`src/include/scp_pkg.sv`:
```
// Shared constants and types for the converter serial command port
package scp_pkg;

  // Command opcodes
  localparam logic [7:0] OP_NOP = 8'h00;
  localparam logic [7:0] OP_RESET = 8'h06;
  localparam logic [7:0] OP_START = 8'h08;
  localparam logic [7:0] OP_STOP = 8'h0a;
  localparam logic [7:0] OP_RDATA = 8'h12;
  localparam logic [7:0] OP_OFS_CAL = 8'h16;
  localparam logic [7:0] OP_GAIN_CAL = 8'h17;
  localparam logic [7:0] OP_LOCK = 8'hf2;
  localparam logic [7:0] OP_UNLOCK = 8'hf5;
  localparam logic [7:0] OP_REGISTER_READ_CMD_BASE = 8'h20;
  localparam logic [7:0] OP_REGISTER_WRITE_CMD_BASE = 8'h40;
  localparam logic [7:0] OP_REG_MASK = 8'he0;
  localparam int REG_ADDR_W = 5;

  // Frame layout
  localparam logic [7:0] FIRST_OUT_BYTE = 8'hff;
  localparam logic [3:0] IDX_OPCODE = 4'h0;
  localparam logic [3:0] IDX_ARG = 4'h1;
  localparam logic [3:0] IDX_CRC_IN = 4'h2;
  localparam logic [3:0] IDX_CRC_OUT = 4'h3;
  localparam logic [3:0] LAST_PLAIN = 4'h3;
  localparam logic [3:0] LAST_REGISTER_READ_CMD = 4'h5;
  localparam logic [3:0] LAST_RDATA = 4'h7;
  localparam logic [3:0] LAST_RDATA_STAT = 4'h8;

  // Check byte engine: x^8+x^2+x+1 over a 40-bit ones-padded value
  localparam logic [8:0] CRC_POLY = 9'h107;
  localparam int CRC_VAL_W = 40;
  localparam logic [4:0] CRC_STEPS = 5'h14;

  // Conversion result
  localparam int RES_W = 24;
  localparam int RAW_W = 28;
  localparam logic [23:0] RES_MAX = 24'h7fffff;
  localparam logic [23:0] RES_MIN = 24'h800000;
  localparam int FIFO_DEPTH = 2;

  // Status byte bit positions
  localparam int STAT_READY_BIT = 6;
  localparam int STAT_CONV_ERR_BIT = 5;
  localparam int STAT_AMP_ERR_BIT = 4;
  localparam int STAT_AMP_SUM_BIT = 7;

  typedef enum logic [1:0] {
    SCP_F_CMD,
    SCP_F_PAY,
    SCP_F_DONE
  } scp_frame_e;

  typedef struct packed {
    logic [7:0] opcode;
    logic [7:0] arg;
    logic amp_section;
  } scp_cmd_s;

  typedef struct packed {
    logic sclk_m;
    logic sclk_s;
    logic sclk_p;
    logic din_m;
    logic din_s;
    logic cs1_m;
    logic cs1_s;
    logic cs2_m;
    logic cs2_s;
    scp_frame_e frame;
    logic [2:0] bit_idx;
    logic [3:0] byte_idx;
    logic [3:0] last_idx;
    logic [7:0] rx_sr;
    logic [7:0] op_q;
    logic [7:0] arg_q;
    logic [7:0] crc_cmd;
    logic crc_ok;
    logic rdata_rd;
    logic [7:0] tx_sr;
    logic sdo;
    logic data_mode;
    logic [39:0] eng_val;
    logic [4:0] eng_cnt;
    logic [7:0] eng_crc;
    logic [31:0] pay_sr;
    logic [23:0] result;
    logic new_data;
    logic ready_n;
    logic conv_err;
    logic amp_err;
    logic amp_sum;
    logic cmd_valid;
    scp_cmd_s cmd;
  } scp_state_s;

  localparam scp_state_s STATE_RST = '{
    frame: SCP_F_CMD,
    cs1_m: 1'b1,
    cs1_s: 1'b1,
    cs2_m: 1'b1,
    cs2_s: 1'b1,
    sdo: 1'b1,
    ready_n: 1'b1,
    default: '0
  };

endpackage

```
`src/verilog/scp_fifo2.sv`:
```
// Small valid/ready buffer between the result source and the serial port
`timescale 1ns/100ps
module scp_fifo2 #(
  parameter int WIDTH = scp_pkg::RES_W,
  parameter int DEPTH = scp_pkg::FIFO_DEPTH
) (
  // Clock and control
  input wire logic clk,
  input wire logic rst,
  input wire logic ce,
  // Fill side
  input wire logic in_valid,
  output logic in_ready,
  input wire logic [WIDTH-1:0] in_data,
  // Drain side
  output logic out_valid,
  input wire logic out_ready,
  output logic [WIDTH-1:0] out_data
);

  localparam int AW = $clog2(DEPTH);

  typedef struct packed {
    logic [DEPTH-1:0][WIDTH-1:0] mem;
    logic [AW-1:0] wp;
    logic [AW-1:0] rp;
    logic [AW:0] cnt;
  } scp_fifo_s;

  scp_fifo_s st_q;
  scp_fifo_s st_d;
  logic push;
  logic pop;

  assign in_ready = (st_q.cnt != (AW+1)'(DEPTH));
  assign out_valid = (st_q.cnt != '0);
  assign out_data = st_q.mem[st_q.rp];
  assign push = in_valid && in_ready;
  assign pop = out_valid && out_ready;

  always_comb begin
    st_d = st_q;
    if (push) begin
      st_d.mem[st_q.wp] = in_data;
      st_d.wp = st_q.wp + 1'b1;
    end
    if (pop) begin
      st_d.rp = st_q.rp + 1'b1;
    end
    // Pointers wrap naturally because the depth is a power of two
    st_d.cnt = st_q.cnt + (AW+1)'(push) - (AW+1)'(pop);
  end

  always_ff @(posedge clk) begin
    if (rst) begin
      st_q <= '0;
    end else if (ce) begin
      st_q <= st_d;
    end
  end

endmodule

```
`src/verilog/scp_port.sv`:
```
// Serial command port with check bytes, result readout and ready indication
`timescale 1ns/100ps
module scp_port (
  // Clock, reset, enable
  input wire logic clk,
  input wire logic rst,
  input wire logic ce,
  // Serial link pins
  input wire logic sclk,
  input wire logic din,
  input wire logic converter_select_n,
  input wire logic amplifier_select_n,
  output logic shared_out_ready_pin_o,
  output logic shared_out_ready_pin_oe_n,
  // Conversion core
  input wire logic conv_start,
  input wire logic pulse_mode,
  input wire logic raw_valid,
  output logic raw_ready,
  input wire logic [scp_pkg::RAW_W-1:0] raw_data,
  output logic result_ready_n,
  // Configuration and status
  input wire logic status_append_enable,
  input wire logic [7:0] status_base,
  output logic [7:0] status_byte_zero,
  input wire logic check_err_clear,
  output logic converter_check_error,
  output logic amplifier_check_error,
  output logic amplifier_status_summary,
  // Register file access
  output logic [scp_pkg::REG_ADDR_W-1:0] reg_rd_addr,
  input wire logic [7:0] reg_rd_data,
  // Executed commands
  output logic cmd_valid,
  output scp_pkg::scp_cmd_s cmd
);

  scp_pkg::scp_state_s st_q;
  scp_pkg::scp_state_s st_d;
  logic fifo_valid;
  logic fifo_pop;
  logic [scp_pkg::RES_W-1:0] fifo_data;
  logic [scp_pkg::RES_W-1:0] sat_data;

  // Two serial steps per clock of x^8+x^2+x+1
  function automatic logic [7:0] crc_step2(input logic [7:0] c, input logic [1:0] b);
    logic [7:0] r;
    r = {c[6:0], b[1]} ^ (c[7] ? scp_pkg::CRC_POLY[7:0] : 8'h00);
    r = {r[6:0], b[0]} ^ (r[7] ? scp_pkg::CRC_POLY[7:0] : 8'h00);
    return r;
  endfunction

  // Clip an oversized signed value into the 24-bit code range
  function automatic logic [23:0] sat24(input logic [scp_pkg::RAW_W-1:0] v);
    logic signed [scp_pkg::RAW_W-1:0] s;
    s = signed'(v);
    if (s > signed'(scp_pkg::RAW_W'(scp_pkg::RES_MAX))) begin
      return scp_pkg::RES_MAX;
    end else if (s < -signed'(scp_pkg::RAW_W'(scp_pkg::RES_MIN))) begin
      return scp_pkg::RES_MIN;
    end
    return v[23:0];
  endfunction

  // Status byte as seen by software, live flags overlaid on the base bits
  function automatic logic [7:0] status_of(input scp_pkg::scp_state_s s, input logic [7:0] b);
    logic [7:0] r;
    r = b;
    r[scp_pkg::STAT_READY_BIT] = s.new_data;
    r[scp_pkg::STAT_CONV_ERR_BIT] = s.conv_err;
    r[scp_pkg::STAT_AMP_ERR_BIT] = s.amp_err;
    r[scp_pkg::STAT_AMP_SUM_BIT] = s.amp_sum;
    return r;
  endfunction

  assign sat_data = sat24(raw_data);
  // A result readout in flight holds the buffer, so the source stalls
  assign fifo_pop = !(st_q.frame == scp_pkg::SCP_F_PAY && st_q.rdata_rd);

  scp_fifo2 #(
    .WIDTH(scp_pkg::RES_W),
    .DEPTH(scp_pkg::FIFO_DEPTH)
  ) u_buf (
    .clk(clk),
    .rst(rst),
    .ce(ce),
    .in_valid(raw_valid),
    .in_ready(raw_ready),
    .in_data(sat_data),
    .out_valid(fifo_valid),
    .out_ready(fifo_pop),
    .out_data(fifo_data)
  );

  always_comb begin
    logic active;
    logic amp;
    logic rise;
    logic fall;
    logic [7:0] rxb;
    logic [7:0] tx_next;
    logic [7:0] stat;
    st_d = st_q;
    active = 1'b0;
    amp = 1'b0;
    rise = 1'b0;
    fall = 1'b0;
    rxb = 8'h00;
    tx_next = 8'h00;
    stat = status_of(st_q, status_base);
    st_d.cmd_valid = 1'b0;

    // Pins pass two flops before any logic reads them
    st_d.sclk_m = sclk;
    st_d.sclk_s = st_q.sclk_m;
    st_d.sclk_p = st_q.sclk_s;
    st_d.din_m = din;
    st_d.din_s = st_q.din_m;
    st_d.cs1_m = converter_select_n;
    st_d.cs1_s = st_q.cs1_m;
    st_d.cs2_m = amplifier_select_n;
    st_d.cs2_s = st_q.cs2_m;
    active = !st_q.cs1_s || !st_q.cs2_s;
    amp = st_q.cs1_s && !st_q.cs2_s;
    rise = st_q.sclk_s && !st_q.sclk_p;
    fall = !st_q.sclk_s && st_q.sclk_p;

    // Error flags: a set in the clearing cycle wins
    if (check_err_clear) begin
      st_d.conv_err = 1'b0;
      st_d.amp_err = 1'b0;
      st_d.amp_sum = 1'b0;
    end

    // Conversion events drive the ready indication
    if (conv_start) begin
      st_d.ready_n = 1'b1;
    end
    if (fifo_valid && fifo_pop) begin
      st_d.result = fifo_data;
      st_d.new_data = 1'b1;
      st_d.ready_n = 1'b0;
    end

    // Check byte engine, runs over the padded value two bits a clock
    if (st_q.eng_cnt != '0) begin
      st_d.eng_crc = crc_step2(st_q.eng_crc, st_q.eng_val[39:38]);
      st_d.eng_val = {st_q.eng_val[37:0], 2'b11};
      st_d.eng_cnt = st_q.eng_cnt - 5'h01;
    end

    // Byte that goes out next, chosen at the first rising edge of a byte
    case (st_q.byte_idx)
      scp_pkg::IDX_OPCODE: tx_next = scp_pkg::FIRST_OUT_BYTE;
      scp_pkg::IDX_ARG: tx_next = st_q.op_q;
      scp_pkg::IDX_CRC_IN: tx_next = st_q.arg_q;
      scp_pkg::IDX_CRC_OUT: tx_next = st_q.crc_ok ? st_q.crc_cmd : ~st_q.crc_cmd;
      default: begin
        if (st_q.byte_idx == st_q.last_idx) begin
          tx_next = st_q.eng_crc;
        end else begin
          tx_next = st_q.pay_sr[31:24];
        end
      end
    endcase

    if (!active) begin
      // Deselect drops any half-done frame
      st_d.frame = scp_pkg::SCP_F_CMD;
      st_d.bit_idx = 3'h0;
      st_d.byte_idx = 4'h0;
      st_d.data_mode = 1'b0;
      st_d.sdo = 1'b1;
    end else if (st_q.frame != scp_pkg::SCP_F_DONE) begin
      if (rise) begin
        st_d.data_mode = 1'b1;
        if (st_q.bit_idx == 3'h0) begin
          st_d.sdo = tx_next[7];
          st_d.tx_sr = {tx_next[6:0], 1'b1};
          if (st_q.byte_idx > scp_pkg::IDX_CRC_OUT && st_q.byte_idx != st_q.last_idx) begin
            st_d.pay_sr = {st_q.pay_sr[23:0], 8'h00};
          end
        end else begin
          st_d.sdo = st_q.tx_sr[7];
          st_d.tx_sr = {st_q.tx_sr[6:0], 1'b1};
        end
      end
      if (fall) begin
        rxb = {st_q.rx_sr[6:0], st_q.din_s};
        st_d.rx_sr = rxb;
        st_d.bit_idx = st_q.bit_idx + 3'h1;
        if (st_q.bit_idx == 3'h7) begin
          st_d.byte_idx = st_q.byte_idx + 4'h1;
          case (st_q.byte_idx)
            scp_pkg::IDX_OPCODE: begin
              st_d.op_q = rxb;
            end
            scp_pkg::IDX_ARG: begin
              st_d.arg_q = rxb;
              // Opcode and second byte, ones-padded to 40 bits
              st_d.eng_val = {st_q.op_q, rxb, 24'hffffff};
              st_d.eng_cnt = scp_pkg::CRC_STEPS;
              st_d.eng_crc = 8'h00;
            end
            scp_pkg::IDX_CRC_IN: begin
              st_d.crc_cmd = st_q.eng_crc;
              st_d.crc_ok = (rxb == st_q.eng_crc);
            end
            scp_pkg::IDX_CRC_OUT: begin
              // Last clock of the fourth byte: the command takes effect here
              st_d.frame = scp_pkg::SCP_F_DONE;
              st_d.last_idx = scp_pkg::LAST_PLAIN;
              st_d.rdata_rd = 1'b0;
              st_d.data_mode = 1'b0;
              if (!st_q.crc_ok) begin
                if (amp) begin
                  st_d.amp_err = 1'b1;
                  st_d.amp_sum = 1'b1;
                end else begin
                  st_d.conv_err = 1'b1;
                end
              end else begin
                st_d.cmd_valid = (st_q.op_q != scp_pkg::OP_NOP);
                st_d.cmd = '{opcode: st_q.op_q, arg: st_q.arg_q, amp_section: amp};
                st_d.eng_crc = 8'h00;
                st_d.eng_cnt = scp_pkg::CRC_STEPS;
                if ((st_q.op_q & scp_pkg::OP_REG_MASK) == scp_pkg::OP_REGISTER_READ_CMD_BASE) begin
                  st_d.frame = scp_pkg::SCP_F_PAY;
                  st_d.data_mode = 1'b1;
                  st_d.last_idx = scp_pkg::LAST_REGISTER_READ_CMD;
                  st_d.pay_sr = {reg_rd_data, 24'h000000};
                  st_d.eng_val = {reg_rd_data, 32'hffffffff};
                end else if (st_q.op_q == scp_pkg::OP_RDATA) begin
                  st_d.frame = scp_pkg::SCP_F_PAY;
                  st_d.data_mode = 1'b1;
                  st_d.rdata_rd = 1'b1;
                  st_d.new_data = 1'b0;
                  if (!pulse_mode) begin
                    st_d.ready_n = 1'b1;
                  end
                  if (status_append_enable) begin
                    st_d.last_idx = scp_pkg::LAST_RDATA_STAT;
                    st_d.pay_sr = {stat, st_q.result};
                    st_d.eng_val = {stat, st_q.result, 8'hff};
                  end else begin
                    st_d.last_idx = scp_pkg::LAST_RDATA;
                    st_d.pay_sr = {st_q.result, 8'h00};
                    st_d.eng_val = {st_q.result, 16'hffff};
                  end
                end
              end
            end
            default: begin
              if (st_q.byte_idx == st_q.last_idx) begin
                st_d.frame = scp_pkg::SCP_F_DONE;
                st_d.data_mode = 1'b0;
                st_d.rdata_rd = 1'b0;
              end
            end
          endcase
        end
      end
    end
  end

  always_ff @(posedge clk) begin
    if (rst) begin
      st_q <= scp_pkg::STATE_RST;
    end else if (ce) begin
      st_q <= st_d;
    end
  end

  // Shared pin: data while a frame is shifting, else ready on converter select
  always_comb begin
    shared_out_ready_pin_oe_n = st_q.cs1_s && st_q.cs2_s;
    if (st_q.data_mode) begin
      shared_out_ready_pin_o = st_q.sdo;
    end else if (!st_q.cs1_s) begin
      shared_out_ready_pin_o = st_q.ready_n;
    end else begin
      shared_out_ready_pin_o = 1'b1;
    end
  end

  assign result_ready_n = st_q.ready_n;
  assign status_byte_zero = status_of(st_q, status_base);
  assign converter_check_error = st_q.conv_err;
  assign amplifier_check_error = st_q.amp_err;
  assign amplifier_status_summary = st_q.amp_sum;
  assign reg_rd_addr = st_q.op_q[scp_pkg::REG_ADDR_W-1:0];
  assign cmd_valid = st_q.cmd_valid;
  assign cmd = st_q.cmd;

endmodule

```
`config.mk`:
```
export PLATFORM = sky130hd
export DESIGN_NAME = scp_port
export DESIGN_NICKNAME = d
export VERILOG_FILES = /design/src/include/scp_pkg.sv /design/src/verilog/scp_fifo2.sv /design/src/verilog/scp_port.sv
export SDC_FILE = /design/constraint.sdc
export NUM_CORES = 1
export LEC_CHECK = 0
export BUFFER_PORTS_ARGS = -buffer_cell sky130_fd_sc_hd__buf_4
export CORE_ASPECT_RATIO = 1.1
export CORE_UTILIZATION = 49
export CTS_CLUSTER_SIZE = 10
export DETAILED_ROUTE_END_ITERATION = 12
export GPL_TIMING_DRIVEN = 0
export PLACE_DENSITY = 0.67
export SETUP_SLACK_MARGIN = 0.05
export SLEW_MARGIN = 10
export SYNTH_ARGS = -nofsm -noshare
export SYNTH_HDL_FRONTEND = slang
export SYNTH_HIERARCHICAL = 1
export SYNTH_SLANG_ARGS = --single-unit
```
`constraint.sdc`:
```
create_clock -name clk -period 6.81 [get_ports clk]
set_input_delay 1.0215 -clock clk [delete_from_list [all_inputs] [get_ports clk]]
set_output_delay 1.0215 -clock clk [all_outputs]
set_load 0.02 [all_outputs]
```
; Word level (Yosys, flattened, before mapping)
; Cells that the tools add are included.
[word_totals]
inputBits = 56
ff_bits = 250
out_inout_bits = 38
[op_classes]
n_reduce_logical = 38
n_addsub = 7
bitwise = 4
n_eq_ne = 18
n_lt_le_gt_ge = 6
muxes = 78
[ops]
columns = op, n
row1 = $mux W86, 3
row2 = $mux W32, 7
row3 = $mux W24, 6
row4 = $mux W142, 1
row5 = $mux W23, 5
row6 = $pmux W53 S2, 1
row7 = $mux W85, 1
row8 = $mux W41, 2
row9 = $mux W53, 1
row10 = $bwmux W48, 1
row11 = $mux W47, 1
row12 = $mux W40, 1
row13 = $mux W8, 5
row14 = $pmux W8 S4, 1
row15 = $reduce_and A6 Y1, 5
row16 = $gt A28 B24 Y1 const B, 1
row17 = $lt A28 B24 Y1 const B, 1
row18 = $mux W9, 3
row19 = $mux W26, 1
row20 = $demux W24 S1, 1
row21 = $mux W2, 11
row22 = $mux W4, 5
row23 = $mux W18, 1
row24 = $xor A8 B3 Y8, 2
row25 = other kinds (41), 84

; Depth between registers and ports, before layout
[depth]
word_depth = 14
ltp_mapped = 10
ltp_nobuf = 8

; Hierarchy
; Netlist, hierarchy kept.
[by_module_without_submodules]
columns = module, area_per_inst_um2, cells_per_inst, instances
row1 = scp_port, 10203.5, 1243, 1
row2 = scp_fifo2, 2383.5, 274, 1

; Worst setup path before layout
; OpenSTA, ideal clock, no wires.
[synth_path]
kind = input to register
from = in ce
to = reg st_q, in the netlist cmd[14]
arrival_time_ps = 2528
slack_ps = 4211
t_required_ps = 6740
stages = 7
setup_ps = 70
path_buffers = 3
cell_sequence = clkbuf_1 nand3_1 nor3_2 buf_2 buf_2 nand2_1 a21oi_1
[synth_via]
elab_chain_len = 1
[synth_rtl]
columns = element, line
row1 = "start, declared", scp_port.sv:7  ; input wire logic ce,
row2 = $reduce_and A7 Y1 (no line), n/a
row3 = "end signal, assigned", scp_port.sv:268  ; st_q <= scp_pkg::STATE_RST;
row4 = "end signal, assigned", scp_port.sv:270  ; st_q <= st_d;
row5 = "end, declared", scp_port.sv:38  ; scp_pkg::scp_state_s st_q;
; No other way between the ends.
; A chain may end at the register's enable or synchronous reset.

==> impl_results.md <==
* CTS Sinks at 249
* Unrepaired setup endpoints after global routing: no
* Antenna-violating nets left at 0
* Critical path origin: ce
* CTS tree: built
* Port-buffer cells at 87
* Setup TNS at 0 ps
* Multiplexer share of the synthesized area at 0.0948
* Area of the mapped netlist at 12600 sq um
* Initial Utilization at 0.498
* Largest net degree at the start of global routing at 15
* Xor/xnor cell area share of the yosys netlist at 0.0209
* Most frequent cells in the layout: 305 x nand2_1, 249 x dfxtp_1, 119 x a21oi_1, 119 x buf_4, 114 x nor2_1
* Most used cell, CP: clkbuf_1
* R2R Path Start: st_q[180]
* Period minus WS final at 3380 ps
* Worst Path Buf+Inv at 3
* Crit. path cell count at 7
* Filler cells at 2373
* Worst EP arrival at 3850 ps
* Fin area at 14500 sq um
* First-pass GRT wire length at 62.2 mm
* Setup bufs post-CTS at 0
* Period utilization at 0.496
* Crit path max-delay family: simple AND/OR/NAND/NOR gates
* Ant diodes at 0
* Cell variety after synth at 76
* Primary FF master, synth: dfxtp_1
* Remaining DRCs at 0
* PostCTS Resize Cnt at 0
* Synth Register Bits at 249
* EDFF count, synth at 0
* Post-CTS Hold Buffers at 0
* Hold_ws at 452 ps
* CP Class: input pin to flip-flop
* Placer Congestion at 0.966
* Post-placement cell area at 13700 sq um
* Hold depth at 2
* Share of cells above drive strength 1 at 0.163
* Die footprint at 26300 sq um
* CP Capture Type: flip-flop
* Yosys top cell area share at 0.396
* Cell Chain, Critical Path: buf_4, clkbuf_1, nand3_1, nor3_2, clkbuf_1, o21ai_0, a21oi_1
* Via count at 11566
* Power per cell area at 263 nW/um^2
* Die span in x at 155 um
* Worst hold start: u_buf/st_q[37]
* Synth Area in Compound Gates at 0.211
* TritonRoute pass-1 iters at 6
* Global-route usage over all layers at 0.305
* Reg2reg end: st_q[125]
* Num CTS Buffers at 29
* Status: complete, no violations
* Crit-path slowest cell: nor3_2
* Boundary Pins at 94
* Final core occ at 0.573
* Flop2flop setup slack at 3750 ps
* Final setup skew at 14.2 ps
* Adder-Cell Fraction of Synth Area at 0.00895
* Simple-gate share of the synthesized area at 0.199
* Standard-cell rows at 61
* Fmax at 0.296 GHz
* Grt ovf at 0
* Fin. Hold Viols at 0
* Worst vdd ir at 0.173 mV
* Worst Setup Slack, final at 3430 ps
* Post-Synthesis Cells at 1517
* Top cell type by total area after synthesis: dfxtp_1
* Crit path largest cell delay at 710 ps
* Syn nets at 1582
* WL final at 40.2 mm
* Register area share after synthesis at 0.396
* Hpwl dp at 30.1 mm
* Hold Path Class: flip-flop to flip-flop
* Commonest non-fill, non-tap cell in the layout: nand2_1
* CP Launch Type: input pin
* Final net count at 1700
* Clock transition at path regs at 60 ps
* Ys async rst share at 0
* Die extent in y at 170 um
* Worst Path Max Fanout at 10
* Setup WS pre-CTS at 3080 ps
* Area contributors post-synth: dfxtp_1 40%, nand2_1 9.1%, mux2i_1 6.4%
* Endpoints failing setup at 0
* Largest family of logic cells by synthesized area: compound AO/OA/AOI/OAI gates
* Avg WL per Cell at 20.2 um
* Hold Path Sink: u_buf/st_q[37]
* Skew-Pair Late Insertion Delay at 540 ps
* Worst Tran Pin Value at 1060 ps
* Reg2reg path depth at 7
* Max Root-Sink Buffers at 3
* Max-cap viol count at 0
* DR iter-0 viols at 926
* Initial antenna violation count at 1
* CP required at 7280 ps
* Total leakage power at 0.00556 uW
* Relative slew slack at 0.295
* Core ar. at 25300 sq um
* Syn_area_per_cell at 8.30 sq um
* Yosys Warn Count at 6
* Root buffer cell: clkbuf_16
* Slew Limit Fails at 0
* Vias in the first global route at 11078
* H-Tree Depth at 1
* Area grow syn2layout at 15.0%
* Vias per cell at 5.82
## cell usage after synthesis, types with 17 or more instances
library cell / number
dfxtp_1: 249
clkbuf_1: 76
a21oi_1: 119
buf_4: 32
nand4_1: 26
nand2_1: 305
inv_1: 21
o21ai_0: 50
nor2_1: 114
a21oi_2: 28
a31oi_1: 17
a211oi_1: 19
xnor2_1: 20
nand3_1: 30
mux2i_1: 81
mux2_2: 34
a21o_1: 33
buf_2: 21
## worst max path at each step
stage | to | slack [ps]
6_report | st_q[178] | 3430
3_5_place_dp | st_q[178] | 3080
5_1_grt | st_q[178] | 3260
2_1_floorplan | cmd[14] | 4210
3_3_place_gp | st_q[178] | 3100
4_1_cts | st_q[178] | 3580
## worst min-delay path: stages (launching register included)
cell and delay [ps]:
dfxtp_1 300, nand2_1 50, a21oi_1 50
## registers in the layout, indices dropped and copies added (netlist names)
signal and flops:
st_d 5, u_buf/st_q 52, st_q 164, reg_rd_addr 5
amplifier_check_error 1, cmd_valid 1, result_ready_n 1, cmd 17
amplifier_status_summary 1, converter_check_error 1, status_byte_zero 1
## cell families (layout without fill, tap and decap cells)
kind of cell    Yosys count  count (layout)
compound gates          385             385
xor+xnor                 30              30
fa+ha+maj                 9               9
buf+inv                 169             293
flops                   249             249
mux                     115             115
simple gates            560             560
## per-stage QoR
| stage | total power [uW] | instances |
|---|---|---|
| after CTS | 3810 | 1987 |
| after global routing | 3960 | 1987 |
| after detailed placement | 2440 | 1950 |
| final | 3800 | 1987 |
| after global placement | 2430 | 1950 |
| after floorplan | 2200 | 1517 |
## where the power goes
group | internal (uW) | switching [uW]
Sequential | 1540 | 81.2
Combinational | 322 | 479
Clock | 798 | 584
Total | 2660 | 1140
## layout make-up
class / count / area (sq um) / area share
flip-flops and latches: 249 / 4980 / 0.344
clock inverters: 1 / 8.76 / 0.000605
inverters: 23 / 86.3 / 0.00596
plain buffers: 146 / 788 / 0.0545
multi-input cells: 1099 / 6730 / 0.465
repair buffers: 87 / 653 / 0.0451
clock buffers: 36 / 792 / 0.0547
well taps: 346 / 433 / 0.0299
## layer usage
layer,GRT usage,up-vias,share of wire,wire length (um)
li1,-,5554,-,-
met1,0.377,5479,0.41,16700
met2,0.530,418,0.48,19100
met3,0.0336,113,0.059,2380
met4,0.149,2,0.050,2010
met5,0,-,0.00032,13
Note: power is estimated with default switching activity, not from simulation.
